### config.mk
export PLATFORM = sky130hd
export DESIGN_NAME = adc_conversion_control
export DESIGN_NICKNAME = d
export VERILOG_FILES = /design/src/adc_conv_pkg.sv /design/src/adc_conversion_control.sv
export VERILOG_INCLUDE_DIRS = /design/src /design/src/src
export SDC_FILE = /design/constraint.sdc
export NUM_CORES = 1
export LEC_CHECK = 0
export BUFFER_PORTS_ARGS = -buffer_cell sky130_fd_sc_hd__buf_2
export CAP_MARGIN = 30
export CORE_UTILIZATION = 40
export CTS_BUF_LIST = sky130_fd_sc_hd__clkbuf_4 sky130_fd_sc_hd__clkbuf_8
export DETAILED_ROUTE_END_ITERATION = 10
export PLACE_DENSITY_LB_ADDON = 0.08
export SETUP_SLACK_MARGIN = 0.4
export SLEW_MARGIN = 10
export SYNTH_ARGS = -nofsm -noshare
export SYNTH_HDL_FRONTEND = slang
export SYNTH_SLANG_ARGS = --single-unit
### constraint.sdc
create_clock -name clk -period 8.05 [get_ports clk]
set_input_delay 1.61 -clock clk [delete_from_list [all_inputs] [get_ports clk]]
set_output_delay 1.61 -clock clk [all_outputs]
set_load 0.01 [all_outputs]
### src/adc_conv_regs.svh
// Purpose: Offsets, field ranges, reset values and timing counts of the conversion control block
// Assumes: Avalon-MM byte addresses, one 32-bit word per register
// Notes:   Definitions only
`ifndef ADC_CONV_REGS_SVH
`define ADC_CONV_REGS_SVH

// ---------------------------------------------------------------
// Register offsets
// ---------------------------------------------------------------
`define OFS_CTRL    5'h00
`define OFS_CHPOS   5'h04
`define OFS_CHNEG   5'h08
`define OFS_STAT    5'h0C
`define OFS_RESULT  5'h10
`define OFS_SWRST   5'h14

// ---------------------------------------------------------------
// Control fields
// ---------------------------------------------------------------
`define CTRL_TYPE   2:0
`define CTRL_MODE   4:3
`define CTRL_EN     5
`define CTRL_DIV    13:8
`define CTRL_ACQ    20:16
`define CTRL_MASK   32'h001F3F3F
`define CTRL_RST    32'h00080200

// ---------------------------------------------------------------
// Status and result fields
// ---------------------------------------------------------------
`define STAT_READY  0
`define STAT_BUSY   1
`define RES_FIELD   27:16
`define RES_SIGN    31:28

// ---------------------------------------------------------------
// Channels and timing counts
// ---------------------------------------------------------------
`define CH_RST      5'h00
`define CH_TEMP     5'h10
`define DIV_ONE     6'h01
`define DIV_TEMP    6'h20
`define ACQ_ONE     5'h01
`define ACQ_TEMP    5'h10
`define BIT_MSB     4'hB
`define BIT_LSB     4'h0
`define BIT_STEP    4'h1
`define CODE_MID    12'h800
`define CODE_ZERO   12'h000

`endif

### src/adc_conv_pkg.sv
// Purpose: Types shared by the conversion control block
// Assumes: Used by scoped reference only
// Notes:   Mode 3 is unused and codes as single-ended
package adc_conv_pkg;

   // ---------------------------------------------------------------
   // Sequencer states
   // ---------------------------------------------------------------
   typedef enum logic [3:0] {
      ST_IDLE  = 4'h1,
      ST_ACQ   = 4'h2,
      ST_TRIAL = 4'h4,
      ST_WRITE = 4'h8
   } state_t;

   // ---------------------------------------------------------------
   // Conversion start sources
   // ---------------------------------------------------------------
   typedef enum logic [2:0] {
      CT_NONE   = 3'h0,
      CT_SINGLE = 3'h1,
      CT_CONT   = 3'h2,
      CT_PIN    = 3'h3,
      CT_LOGIC  = 3'h4,
      CT_TMR0   = 3'h5,
      CT_TMR1   = 3'h6
   } conv_type_t;

   // ---------------------------------------------------------------
   // Input configurations
   // ---------------------------------------------------------------
   typedef enum logic [1:0] {
      MD_DIFF   = 2'h0,
      MD_SINGLE = 2'h1,
      MD_PSEUDO = 2'h2
   } mode_t;

endpackage : adc_conv_pkg

### src/adc_conversion_control.sv
// Purpose: Start, sequence and format successive-approximation conversions
// Assumes: Comparator and mux are analog macros on clk; trigger levels other than the pin are on clk
// Notes:   One wait state on every bus access
//
// Notes on behaviour
// - Three input configurations (differential, single-ended, pseudo differential) set pairing and coding.
// - Software may start one conversion or a continuous run that restarts until software stops it.
// - The start pin, the logic array output or either timer overflow may trigger conversions instead.
// - A trigger level still high when a conversion completes starts another at once.
// - A temperature channel is selectable on the multiplexer; as the positive input it forces divider 32 and acquisition count 16.
// - Single-ended and pseudo differential results are unsigned straight binary.
// - The sequencer can reach one million samples per second from the full-speed clock.
// - Each conversion resolves 12 bits by one trial per bit, most significant first.
// - A ready bit at position zero sets at conversion end and clears when the result is read.
// - The conversion-active pin is high for the whole of each conversion.
// - The result sits in bits 16 to 27 with the top four bits as sign extension.
// - Differential results are two's complement shifted right by one.
//
// Local design decisions: register access over Avalon-MM and the placing of the registers.
`timescale 1ns/1ps
`include "adc_conv_regs.svh"

module adc_conversion_control #(
   parameter int RES_BITS = 12,
   parameter int CH_BITS  = 5
) (
   input  wire logic        clk,
   input  wire logic        nrst,
   input  wire logic [4:0]  avs_address,
   input  wire logic        avs_read,
   input  wire logic        avs_write,
   input  wire logic [31:0] avs_writedata,
   input  wire logic [3:0]  avs_byteenable,
   output      logic [31:0] avs_readdata,
   output      logic        avs_waitrequest,
   input  wire logic        conversion_start_pin,
   input  wire logic        logic_array_output,
   input  wire logic        timer_zero_overflow,
   input  wire logic        timer_one_overflow,
   input  wire logic        cmp_above,
   output      logic        conversion_active_pin,
   output      logic        conversion_done_flag,
   output      logic        track,
   output      logic [11:0] dac_code,
   output      logic [4:0]  mux_pos,
   output      logic [4:0]  mux_neg,
   output      logic [1:0]  input_mode,
   output      logic        adc_enable
);

   // ---------------------------------------------------------------
   // Elaboration check
   // ---------------------------------------------------------------
   // Result layout and channel codes are fixed by the register map
   if (RES_BITS != 12 || CH_BITS != 5) begin : g_bad_params
      $error("adc_conversion_control supports RES_BITS 12 and CH_BITS 5 only");
   end

   // ---------------------------------------------------------------
   // Declarations
   // ---------------------------------------------------------------
   adc_conv_pkg::state_t     st;
   adc_conv_pkg::conv_type_t ctype;
   adc_conv_pkg::mode_t      mode;
   logic        ack;
   logic        req;
   logic        acc_wr;
   logic        acc_rd;
   logic [31:0] ctrl;
   logic [4:0]  chp;
   logic [4:0]  chn;
   logic        ready;
   logic [11:0] res;
   logic        res_sign;
   logic [31:0] next_rdata;
   logic        pin_meta;
   logic        pin_sync;
   logic        trig_level;
   logic        trig_prev;
   logic        trig_edge;
   logic        pending;
   logic        single_req;
   logic        start;
   logic        en;
   logic        is_temp;
   logic [5:0]  eff_div;
   logic [4:0]  eff_acq;
   logic [5:0]  divcnt;
   logic        tick;
   logic [4:0]  acqcnt;
   logic [3:0]  bitidx;
   logic [11:0] code;
   logic        done;
   logic        swrst;
   logic [11:0] twos;
   logic [11:0] next_res;
   logic        next_sign;

   // ---------------------------------------------------------------
   // Byte-lane merge
   // ---------------------------------------------------------------
   function automatic logic [31:0] merge(input logic [31:0] old_v,
                                         input logic [31:0] new_v,
                                         input logic [3:0]  be);
      logic [31:0] r;
      r = old_v;
      for (int i = 0; i < 4; i++) begin
         if (be[i]) begin
            r[i*8 +: 8] = new_v[i*8 +: 8];
         end
      end
      return r;
   endfunction : merge

   // ---------------------------------------------------------------
   // Bus handshake
   // ---------------------------------------------------------------
   // Read data is captured in the wait cycle so it stands as a flop
   assign req             = avs_read | avs_write;
   assign avs_waitrequest = req & ~ack;
   assign acc_wr          = avs_write & ack;
   assign acc_rd          = avs_read & ack;
   assign swrst           = acc_wr && avs_address == `OFS_SWRST;

   always_ff @(posedge clk) begin
      if (!nrst) begin
         ack <= 1'b0;
      end else begin
         ack <= req & ~ack;
      end
   end

   always_comb begin
      case (avs_address)
         `OFS_CTRL:   next_rdata = ctrl;
         `OFS_CHPOS:  next_rdata = {27'h0000000, chp};
         `OFS_CHNEG:  next_rdata = {27'h0000000, chn};
         `OFS_STAT:   next_rdata = {30'h00000000, conversion_active_pin, ready};
         `OFS_RESULT: next_rdata = {{4{res_sign}}, res, 16'h0000};
         default:     next_rdata = 32'h00000000;
      endcase
   end

   always_ff @(posedge clk) begin
      if (!nrst) begin
         avs_readdata <= 32'h00000000;
      end else if (avs_read && !ack) begin
         avs_readdata <= next_rdata;
      end
   end

   // ---------------------------------------------------------------
   // Configuration registers
   // ---------------------------------------------------------------
   always_ff @(posedge clk) begin
      if (!nrst || swrst) begin
         ctrl <= `CTRL_RST;
         chp  <= `CH_RST;
         chn  <= `CH_RST;
      end else if (acc_wr) begin
         if (avs_address == `OFS_CTRL) begin
            ctrl <= merge(ctrl, avs_writedata, avs_byteenable) & `CTRL_MASK;
         end
         if (avs_address == `OFS_CHPOS && avs_byteenable[0]) begin
            chp <= avs_writedata[4:0];
         end
         if (avs_address == `OFS_CHNEG && avs_byteenable[0]) begin
            chn <= avs_writedata[4:0];
         end
      end
   end

   assign ctype      = adc_conv_pkg::conv_type_t'(ctrl[`CTRL_TYPE]);
   assign mode       = adc_conv_pkg::mode_t'(ctrl[`CTRL_MODE]);
   assign en         = ctrl[`CTRL_EN];
   assign adc_enable = en;
   assign mux_pos    = chp;
   assign mux_neg    = chn;
   assign input_mode = ctrl[`CTRL_MODE];

   // ---------------------------------------------------------------
   // Trigger sources
   // ---------------------------------------------------------------
   always_ff @(posedge clk) begin
      if (!nrst) begin
         pin_meta <= 1'b0;
         pin_sync <= 1'b0;
      end else begin
         pin_meta <= conversion_start_pin;
         pin_sync <= pin_meta;
      end
   end

   always_comb begin
      case (ctype)
         adc_conv_pkg::CT_PIN:   trig_level = pin_sync;
         adc_conv_pkg::CT_LOGIC: trig_level = logic_array_output;
         adc_conv_pkg::CT_TMR0:  trig_level = timer_zero_overflow;
         adc_conv_pkg::CT_TMR1:  trig_level = timer_one_overflow;
         default:                trig_level = 1'b0;
      endcase
   end

   always_ff @(posedge clk) begin
      if (!nrst) begin
         trig_prev <= 1'b0;
      end else begin
         trig_prev <= trig_level;
      end
   end

   assign trig_edge = trig_level & ~trig_prev;

   // Edges during a conversion are held back, never restart it
   always_ff @(posedge clk) begin
      if (!nrst || swrst || !en) begin
         pending <= 1'b0;
      end else if (done && trig_level) begin
         pending <= 1'b1;
      end else if (trig_edge && st != adc_conv_pkg::ST_IDLE) begin
         pending <= 1'b1;
      end else if (start) begin
         pending <= 1'b0;
      end
   end

   // A write of the single type arms exactly one conversion
   // Arming wins over the disable clear so one write may enable and start together
   always_ff @(posedge clk) begin
      if (!nrst || swrst) begin
         single_req <= 1'b0;
      end else if (acc_wr && avs_address == `OFS_CTRL && avs_byteenable[0]
                   && avs_writedata[`CTRL_TYPE] == adc_conv_pkg::CT_SINGLE) begin
         single_req <= 1'b1;
      end else if (start || !en) begin
         single_req <= 1'b0;
      end
   end

   assign start = st == adc_conv_pkg::ST_IDLE && en
                  && (single_req || pending || trig_edge
                      || ctype == adc_conv_pkg::CT_CONT);

   // ---------------------------------------------------------------
   // Conversion clock
   // ---------------------------------------------------------------
   // A divider of one with acquisition count 8 gives 21 active cycles, 22 per sample in continuous runs, fast enough for full rate
   assign is_temp = chp == `CH_TEMP;
   assign eff_div = is_temp ? `DIV_TEMP :
                    (ctrl[`CTRL_DIV] == 6'h00) ? `DIV_ONE : ctrl[`CTRL_DIV];
   assign eff_acq = is_temp ? `ACQ_TEMP :
                    (ctrl[`CTRL_ACQ] == 5'h00) ? `ACQ_ONE : ctrl[`CTRL_ACQ];
   assign tick    = divcnt == eff_div - `DIV_ONE;

   always_ff @(posedge clk) begin
      if (!nrst || start || tick || st == adc_conv_pkg::ST_IDLE) begin
         divcnt <= 6'h00;
      end else begin
         divcnt <= divcnt + `DIV_ONE;
      end
   end

   // ---------------------------------------------------------------
   // Sequencer
   // ---------------------------------------------------------------
   assign done = st == adc_conv_pkg::ST_WRITE && tick;

   always_ff @(posedge clk) begin
      if (!nrst || swrst || !en) begin
         st <= adc_conv_pkg::ST_IDLE;
      end else begin
         case (st)
            adc_conv_pkg::ST_IDLE: begin
               if (start) begin
                  st <= adc_conv_pkg::ST_ACQ;
               end
            end
            adc_conv_pkg::ST_ACQ: begin
               if (tick && acqcnt == eff_acq - `ACQ_ONE) begin
                  st <= adc_conv_pkg::ST_TRIAL;
               end
            end
            adc_conv_pkg::ST_TRIAL: begin
               if (tick && bitidx == `BIT_LSB) begin
                  st <= adc_conv_pkg::ST_WRITE;
               end
            end
            adc_conv_pkg::ST_WRITE: begin
               if (tick) begin
                  st <= adc_conv_pkg::ST_IDLE;
               end
            end
            default: st <= adc_conv_pkg::ST_IDLE;
         endcase
      end
   end

   always_ff @(posedge clk) begin
      if (!nrst || st != adc_conv_pkg::ST_ACQ) begin
         acqcnt <= 5'h00;
      end else if (tick) begin
         acqcnt <= acqcnt + `ACQ_ONE;
      end
   end

   // One trial per tick, the comparator keeps or drops the bit on trial
   always_ff @(posedge clk) begin
      if (!nrst) begin
         code   <= `CODE_ZERO;
         bitidx <= `BIT_MSB;
      end else if (st == adc_conv_pkg::ST_ACQ) begin
         code   <= `CODE_MID;
         bitidx <= `BIT_MSB;
      end else if (st == adc_conv_pkg::ST_TRIAL && tick) begin
         code[bitidx] <= cmp_above;
         if (bitidx != `BIT_LSB) begin
            code[bitidx - `BIT_STEP] <= 1'b1;
            bitidx <= bitidx - `BIT_STEP;
         end
      end
   end

   assign conversion_active_pin = st != adc_conv_pkg::ST_IDLE;
   assign track                 = st == adc_conv_pkg::ST_ACQ;
   assign dac_code              = code;

   // ---------------------------------------------------------------
   // Result formatting
   // ---------------------------------------------------------------
   // Offset code to two's complement, then halve keeping the sign
   assign twos = {~code[11], code[10:0]};

   always_comb begin
      if (mode == adc_conv_pkg::MD_DIFF) begin
         next_res  = {twos[11], twos[11:1]};
         next_sign = twos[11];
      end else begin
         next_res  = code;
         next_sign = 1'b0;
      end
   end

   always_ff @(posedge clk) begin
      if (!nrst) begin
         res      <= `CODE_ZERO;
         res_sign <= 1'b0;
      end else if (done) begin
         res      <= next_res;
         res_sign <= next_sign;
      end
   end

   // ---------------------------------------------------------------
   // Ready flag
   // ---------------------------------------------------------------
   // A completion in the read cycle keeps the flag set
   always_ff @(posedge clk) begin
      if (!nrst || swrst) begin
         ready <= 1'b0;
      end else if (done) begin
         ready <= 1'b1;
      end else if (acc_rd && avs_address == `OFS_RESULT) begin
         ready <= 1'b0;
      end
   end

   assign conversion_done_flag = ready;

endmodule : adc_conversion_control

---- Word-level counts from Yosys, hierarchy flattened ----
Cells that the tools add are included.
operators by class
  $add $sub $neg .......................... 5
  magnitude comparators ................... 4
  equality and inequality tests ........... 24
  muxes and demuxes ....................... 28
  bitwise operators ....................... 10
  reduce and logical (&&, ||, !) cells .... 49
operator list
  cell                                                        count
  one-hot mux 32 bit (5 select lines)                         1
  2-to-1 mux 12 bit                                           4
  logical AND 1 bit                                           18
  2-to-1 mux 4 bit                                            4
  one-hot mux 4 bit (4 select lines)                          1
  == test 5 bit, second input constant                        3
  bitwise mux 12 bit                                          1
  2-to-1 mux 6 bit                                            2
  OR 12 bit                                                   1
  == test 5 x 4 -> 1 bit, second input constant               2
  logical NOT 5 bit                                           2
  logical OR 1 bit                                            10
  less-than comparator 4 x 5 -> 1 bit, second input constant  2
  2-to-1 mux 1 bit                                            10
  2-to-1 mux 5 bit                                            2
  == test 3 bit, second input constant                        3
  AND reduction 3 bit                                         3
  demux 1 bit (select 4 bit)                                  2
  >= comparator 4 x 1 -> 1 bit, second input constant         2
  adder 6 x 1 -> 6 bit, second input constant                 1
  == test 3 x 2 -> 1 bit, second input constant               2
  == test 6 bit                                               1
  logical NOT 6 bit                                           1
  != test 2 bit, second input constant                        3
  other kinds (27)                                            39
storage, ports and cells
  bits in registers ....................... 110
  bits of input ports ..................... 50

---- Longest topological paths before layout ----
Gate-level depths: netlist (run 1).
  word-level depth ........................ 9
  mapped depth ............................ 13
  mapped depth without buffers ............ 11

---- Worst setup path before layout (run 1) ----
No wires, ideal clock.
  path type ............................... input-to-output
  start ................................... in avs_write
  end ..................................... out avs_waitrequest
  arrival time ............................ 2.014 ns
  setup slack ............................. 4.426 ns
  stages .................................. 3
  path buffers ............................ 1
  cell sequence ........................... clkbuf_1 nor2_1 nor2_1
between the ends
  longest elaborated chain between the ends .. 2
ends and longest elaborated chain
  what               line                           text
  from (decl)        adc_conversion_control.sv:31   input wire logic avs_write,
  OR 1 bit           adc_conversion_control.sv:119  assign req = avs_read | avs_write;
  bitwise AND 1 bit  adc_conversion_control.sv:120  assign avs_waitrequest = req & ~ack;
  to (decl)          adc_conversion_control.sv:35   output logic avs_waitrequest,
Every way passes these cells.

---- Final worst setup path (run 1) ----
  start ................................... reg chp[4] (netlist: mux_pos[4])
  end ..................................... reg code[11] (netlist: dac_code[11])
between the ends
  longest elaborated chain between the ends .. 6
ends and longest elaborated chain
  what                                 line                           text
  from (decl)                          adc_conversion_control.sv:70   logic [4:0] chp;
  from (signal assigned)               adc_conversion_control.sv:158  chp <= `CH_RST;
  from (signal assigned)               adc_conversion_control.sv:165  chp <= avs_writedata[4:0];
  == test 5 bit (no line)              n/a
  2-to-1 mux 6 bit                     adc_conversion_control.sv:249  assign eff_div = is_temp ? `DIV_TEMP :
  subtractor 6 x 1 -> 6 bit (no line)  n/a
  == test 6 bit (no line)              n/a
  logical AND 1 bit                    adc_conversion_control.sv:314  end else if (st == adc_conv_pkg::ST_TRIAL && tick) begin
  nonzero test 2 bit (no line)         n/a
  to (signal assigned)                 adc_conversion_control.sv:309  code <= `CODE_ZERO;
  to (signal assigned)                 adc_conversion_control.sv:312  code <= `CODE_MID;
  to (signal, indexed assignment)      adc_conversion_control.sv:315  code[bitidx] <= cmp_above;
  to (decl)                            adc_conversion_control.sv:92   logic [11:0] code;
Every way passes these cells.
A chain may end at the register's enable or synchronous reset.

==> impl_metrics.toml, run 1 <==
[status]
outcome = "complete, no violations"

[clock_network]
holdBufCountCts = 0
h-tree-depth = 3
cts_buffers = 9
cts.sinks = 103
clkTransAtPathRegs_ns = 0.10
cts-root-buf = "clkbuf_8"
clk_latency_ns = 0.38
cts_setup_buffers = 0
cts_buffer_depth = 2
cts_tree = "done"
cts_resized = 0

[logic_synthesis]
synth_edf_count = 0
ys.warnings.count = 0
syn-cell-area_um2 = 5300
ys.flop_type = "dfxtp_1"
synth_area_leader_cell = "dfxtp_1"
syn_area_per_cell_um2 = 8.703
synthTopCellsByCount = "103 x dfxtp_1, 66 x nor2_1, 64 x nand2_1"
async_flop_share = 0
yosys.cell_types.count = 61
netlist_instances = 609
synth-seq-cells = 103
yosys.area.top_type_share = 0.3890
seq_area_frac_synth = 0.3890
synth_area_leaders = "dfxtp_1 39%, mux2i_1 10%, nor2_1 4.7%"
synth.most_common_cell = "dfxtp_1"

[timing]
max-slew-margin-rel = 0.3507
drv_slew = 0
hold_viol_final = 0
rsz0062_at_grt = "no"
period_share = 0.4851
fmax_ghz = 0.2561
clock-skew-final_ns = 0.008191
setup_viol = 0
worstMarginPinSlew_ns = 0.9664
finalSetupTns_ns = 0
layout_setup_ws_ns = 4.145
fin_crit_ns = 3.905

[finish]
n_fill_cell = 1278
drive_gt1_frac = 0.1985
seq_area_um2 = 2062
fin_nets = 742
syn2layout_area_growth_pct = 14.42
antenna_cells = 0
fin_util = 0.4748
multi_input_area_um2 = 2992

[setup_path]
end_kind = "register"
crit_start = "mux_pos[4]"
reg2reg_depth = 11
cp-start-kind = "register"
worstReg2RegEnd = "dac_code[11]"
r2r_start = "mux_pos[4]"
cp.arrival_ns = 4.18
cp-endpoint = "dac_code[11]"
path_max_fanout = 19
r2r_slack_ns = 4.14
path_class = "register to register"
required_ns = 8.32

[pwr]
pwr-share-clk = 0.399
combinationalPowerShare = 0.045
peakVddDrop_uv = 95.37
switching_share = 0.2296
power.leakage_nw = 2.596
power_frac_seq = 0.557
switchingPower_mw = 0.2110
internal_power_mw = 0.7077
cellPowerDensity_nw_per_um2 = 151.5
total_power_mw = 0.9187

[routing]
first_pass_iters = 5
drtIter0Drc = 279
drt-wirelength-per-cell_um = 16.33
num_vias = 4658
drc = 0
vias_per_cell = 5.435
antenna_left = 0
routed_wl_mm = 14.00

[global_route]
grt_usage = 0.2147
grt_pass1_wl_mm = 22.29
grt_pass1_vias = 4370
grt_max_degree = 48
overflow = 0
antenna_found_initial = 0

[floorplan]
ios = 111
core_area_um2 = 12770
start_util = 0.4149
die_height_um = 117.1
die_width_um = 117.1
rows = 41
die_area_um2 = 13710

[min_path]
min_path_cells = 1
hp-class = "register to register"

[placed_design]
dp_hpwl_mm = 10.40
dp_slack_ns = 4.125
portBuffers = 90
gp_congestion = 0.9153

[job]
cap_violations = 0
==> placed cells by master (no fill, tap or decap), types with 3 or more instances in the layout <==
master and n:
conb_1 4, clkbuf_8 9, nor2b_1 25, ha_1 12, nor2_1 66, o21a_1 4, a21o_1 4, nand2_1 64
nor4b_1 4, a21oi_1 21, a31oi_1 5, or4_1 5, o31ai_1 6, nand4_1 9, buf_2 90, mux2_2 11
buf_4 3, xor2_1 6, nor3_1 15, o311a_1 5, clkbuf_4 3, nand3_1 27, a21boi_0 16, and2_1 14
dfxtp_1 103, a222oi_1 3, xnor2_1 8, nand4b_1 3, o211ai_1 4, o21ai_0 16, inv_1 16, mux2i_1 53
a31o_2 4, o221ai_1 6
==> state kept, by name (all words and copies together) (netlist names), 4 cells and up <==
name / cells
st: 4
divcnt: 6
bitidx: 4
res: 12
ctrl: 17
dac_code: 12
mux_neg: 5
mux_pos: 5
acqcnt: 5
avs_readdata: 25
==> cell type report <==
cell class | instances | area share
clock buffers | 11 | 0.02290
clock inverters | 5 | 0.01362
inverters | 17 | 0.01052
multi-input cells | 453 | 0.4933
flip-flops and latches | 103 | 0.3400
well taps | 172 | 0.03549
repair buffers | 96 | 0.08418
==> critical path, cell delays in order, from the launching register on <==
cell and delay (ns):
dfxtp_1 0.39, nor3b_2 0.46, nand2_1 0.22, o21ai_0 0.13, ha_1 0.27, xor2_1 0.25, o2111ai_1 0.16, a21o_1 0.19
a211oi_2 0.65, nand3_4 0.39, or4_1 0.56, o311a_1 0.13
==> worst min-delay path by stage <==
stage / to / startpoint / slack [ns]
after global routing: pin_sync / pin_meta / 0.45
after floorplan: pin_sync / pin_meta / 0.41
final: pin_sync / pin_meta / 0.44
after CTS: pin_sync / pin_meta / 0.44
after detailed placement: pin_sync / pin_meta / 0.42
after global placement: pin_sync / pin_meta / 0.41
==> cell families (layout without fill, tap and decap cells) <==
kind of cell | count (synthesis) | after routing | share of synthesized area
AOI/OAI and AO/OA | 110 | 110 | 0.1506
xor gates and xnor gates | 14 | 14 | 0.02314
adders and majority gates | 12 | 12 | 0.02833
buffers and inverters | 56 | 129 | 0.04863
DFF | 103 | 103 | 0.3890
muxes | 64 | 64 | 0.1235
other | 1 | 4 | 0.0007075
and+or+nand+nor | 249 | 249 | 0.2361
==> power groups by stage <==
stage          registers (mW)  logic [mW]  clock network, mW
2_1_floorplan           0.523      0.0240                  0
3_3_place_gp            0.523      0.0378                  0
3_5_place_dp            0.523      0.0404                  0
4_1_cts                 0.512      0.0406              0.379
5_1_grt                 0.512      0.0449              0.401
6_report                0.512      0.0409              0.366
==> through the flow <==
stage	cells	area [um2]	hold WS (ns)
after detailed placement	839	5821	0.4211
after global placement	836	5791	0.4146
after global routing	857	6065	0.4531
final	857	6065	0.4395
after CTS	855	6042	0.4440
after floorplan	612	5311	0.4119
==> layer usage <==
layer	GRT usage	up-vias	routed length [um]
li1	-	2297	-
met1	0.2728	2199	6461
met2	0.3617	150	6524
met3	0.05046	12	814
met4	0.06414	0	197
met5	0	-	0
No activity file was read; power rests on OpenSTA's default activity.
==> run 2, diff against run 1 <==
==> constraint.sdc (replaced) <==
create_clock -name clk -period 3.65 [get_ports clk]
set_input_delay 0.73 -clock clk [delete_from_list [all_inputs] [get_ports clk]]
set_output_delay 0.73 -clock clk [all_outputs]
set_load 0.01 [all_outputs]
==> run 2 against run 1 <==
Maximum frequency increased by 23%; critical path depth up 1; clock power grew 86%; utilization up 0.45 points; worst hold slack got worse by 0.0074 ns; die area unchanged; sequential power increased by 120%; count of clock-buffer cells in the layout fell by 1; largest power group unchanged.
==> impl_metrics.toml, run 2 (synthesis results as in run 1) <==
[setup_path]
reg2reg_depth = 12
cp.arrival_ns = 3.47
critPathMaxStageDelay_ns = 0.55
path_max_fanout = 10
crit_chain = "nor4_4 > nor2b_1 > o21ai_0 > ha_1 > xor2_2 > o2111ai_1 > a21o_1 > a211oi_2 > buf_4 > nand2_1 > or4_1 > o31ai_1"
cp-start-kind = "register"
r2r_slack_ns = 0.48
r2r_start = "ctrl[12]"
slowest_stage = "or4_1"
required_ns = 3.96
path_class = "register to register"
end_kind = "register"
worstReg2RegEnd = "st[2]"

[timing]
finalSetupTns_ns = 0
setup_viol = 0
period_share = 0.8671
worstMarginPinSlew_ns = 0.8104
clock-skew-final_ns = 0.01717
drv_slew = 0
layout_setup_ws_ns = 0.4849
max-slew-margin-rel = 0.4597
rsz0062_at_grt = "no"
fin_crit_ns = 3.165
fmax_ghz = 0.3159
hold_viol_final = 0

[finish]
top_regs = "avs_readdata x25, ctrl x17"
largest_register_ff_count = 25
layout_commonest_cell = "dfxtp_1"
antenna_cells = 0
drive_gt1_frac = 0.2171
n_fill_cell = 1313
mostFrequentLayoutCells = "101 x dfxtp_1, 90 x buf_2, 65 x nor2_1"
syn2layout_area_growth_pct = 15.51
fin_nets = 749
top_register = "avs_readdata"

[routing]
met3_length_um = 692
routed.top_layer = "met4"
first_pass_iters = 5
wl_met2_mm = 6.606
drc = 0
routed_wl_mm = 13.94
vias_per_cell = 5.397
antenna_left = 0
wl_met1_mm = 6.433
num_vias = 4658
drt-wirelength-per-cell_um = 16.16
drtIter0Drc = 257

[status]
outcome = "complete, no violations"

[floorplan]
die_area_um2 = 13710
die_width_um = 117.1
start_util = 0.4149
ios = 111
core_area_um2 = 12770
die_height_um = 117.1
rows = 41

[placed_design]
dp_slack_ns = 0.4083
gp_congestion = 0.8668
dp_hpwl_mm = 10.54
portBuffers = 90

[min_path]
hold_end = "pin_sync"
hp-class = "register to register"
min_from = "pin_meta"
min_path_cells = 1

[clock_network]
cts_tree = "done"
h-tree-depth = 3
cts_buffer_depth = 2
cts-root-buf = "clkbuf_8"
cts_buffers = 9
cts.sinks = 103
clk_latency_ns = 0.39
clkTransAtPathRegs_ns = 0.11
cts_setup_buffers = 0

[global_route]
antenna_found_initial = 0
grt_usage = 0.2137
grt_pass1_wl_mm = 22.25
grt_max_degree = 30
grt_pass1_vias = 4478
overflow = 0

[pwr]
peakVddDrop_uv = 214.6
cellPowerDensity_nw_per_um2 = 309.9
power.leakage_nw = 2.609

[job]
cap_violations = 0
run 2: changes by cell type in the layout (fill, tap and decap cells not counted), moves of 2 or more:
cell,change
buf_8,-2
buf_4,+8
clkbuf_4,-2
dfxtp_1,-2
inv_6,+2
dfxtp_2,+2
bufinv_16,-2
clkinvlp_4,+2
run 2: what timing repair did:
item / 4_1_cts / 5_1_grt
endpoints found under the setup margin: 11 / 37
resized for setup: 1 / 10
hold buffers: 0 / 0
pin swaps: 0 / 1
run 2: report_power, final:
part           switching (mW)  internal [mW]
clock                   0.411          0.269
sequential            0.00318           1.13
combinational          0.0572         0.0312
total                   0.472           1.43
run 2: area by class of cell:
class / instances / area (um2) / area share
clock buffers: 10 / 137.6 / 0.02248
clock inverters: 5 / 41.29 / 0.006744
inverters: 17 / 63.81 / 0.01042
multi-input cells: 453 / 3048 / 0.4979
flip-flops and latches: 103 / 2064 / 0.3372
well taps: 172 / 215.2 / 0.03515
repair buffers: 103 / 551.8 / 0.09013
run 2: through the flow:
| stage | area (um2) | hold WS, ns | instances | utilization | power (mW) |
|---|---|---|---|---|---|
| final | 6122 | 0.4321 | 863 | 0.4793 | 1.897 |
| after global routing | 6122 | 0.4657 | 863 | 0.4793 | 1.981 |
| after CTS | 6058 | 0.4448 | 861 | 0.4743 | 1.931 |
| after detailed placement | 5872 | 0.4211 | 846 | 0.4597 | 1.243 |
| after global placement | 5872 | 0.4171 | 846 | 0.4597 | 1.242 |
| after floorplan | 5311 | 0.4119 | 612 | - | 1.205 |
run 2: how the worst max path moves through the flow:
| stage | from | to | slack (ns) |
|---|---|---|---|
| after floorplan | ctrl[12] | dac_code[11] | 0.48 |
| after global placement | ctrl[9] | res[8] | 0.48 |
| after detailed placement | ctrl[9] | res[0] | 0.41 |
| after CTS | ctrl[9] | bitidx[3] | 0.39 |
| after global routing | ctrl[12] | st[2] | 0.34 |
| final | ctrl[12] | st[2] | 0.48 |
run 2: worst max-delay path, delay by kind of cell (launching register included):
family | cells | cell delay, ns
xor+xnor | 1 | 0.22
fa+ha+maj | 1 | 0.35
simple gates | 4 | 1.17
flops | 1 | 0.40
buf+inv | 1 | 0.20
compound gates | 5 | 0.75
run 2: routing by layer:
metal,global-route usage,vias up
li1,-,2309
met1,0.2644,2193
met2,0.3704,139
met3,0.04634,17
met4,0.06667,0
met5,0,-
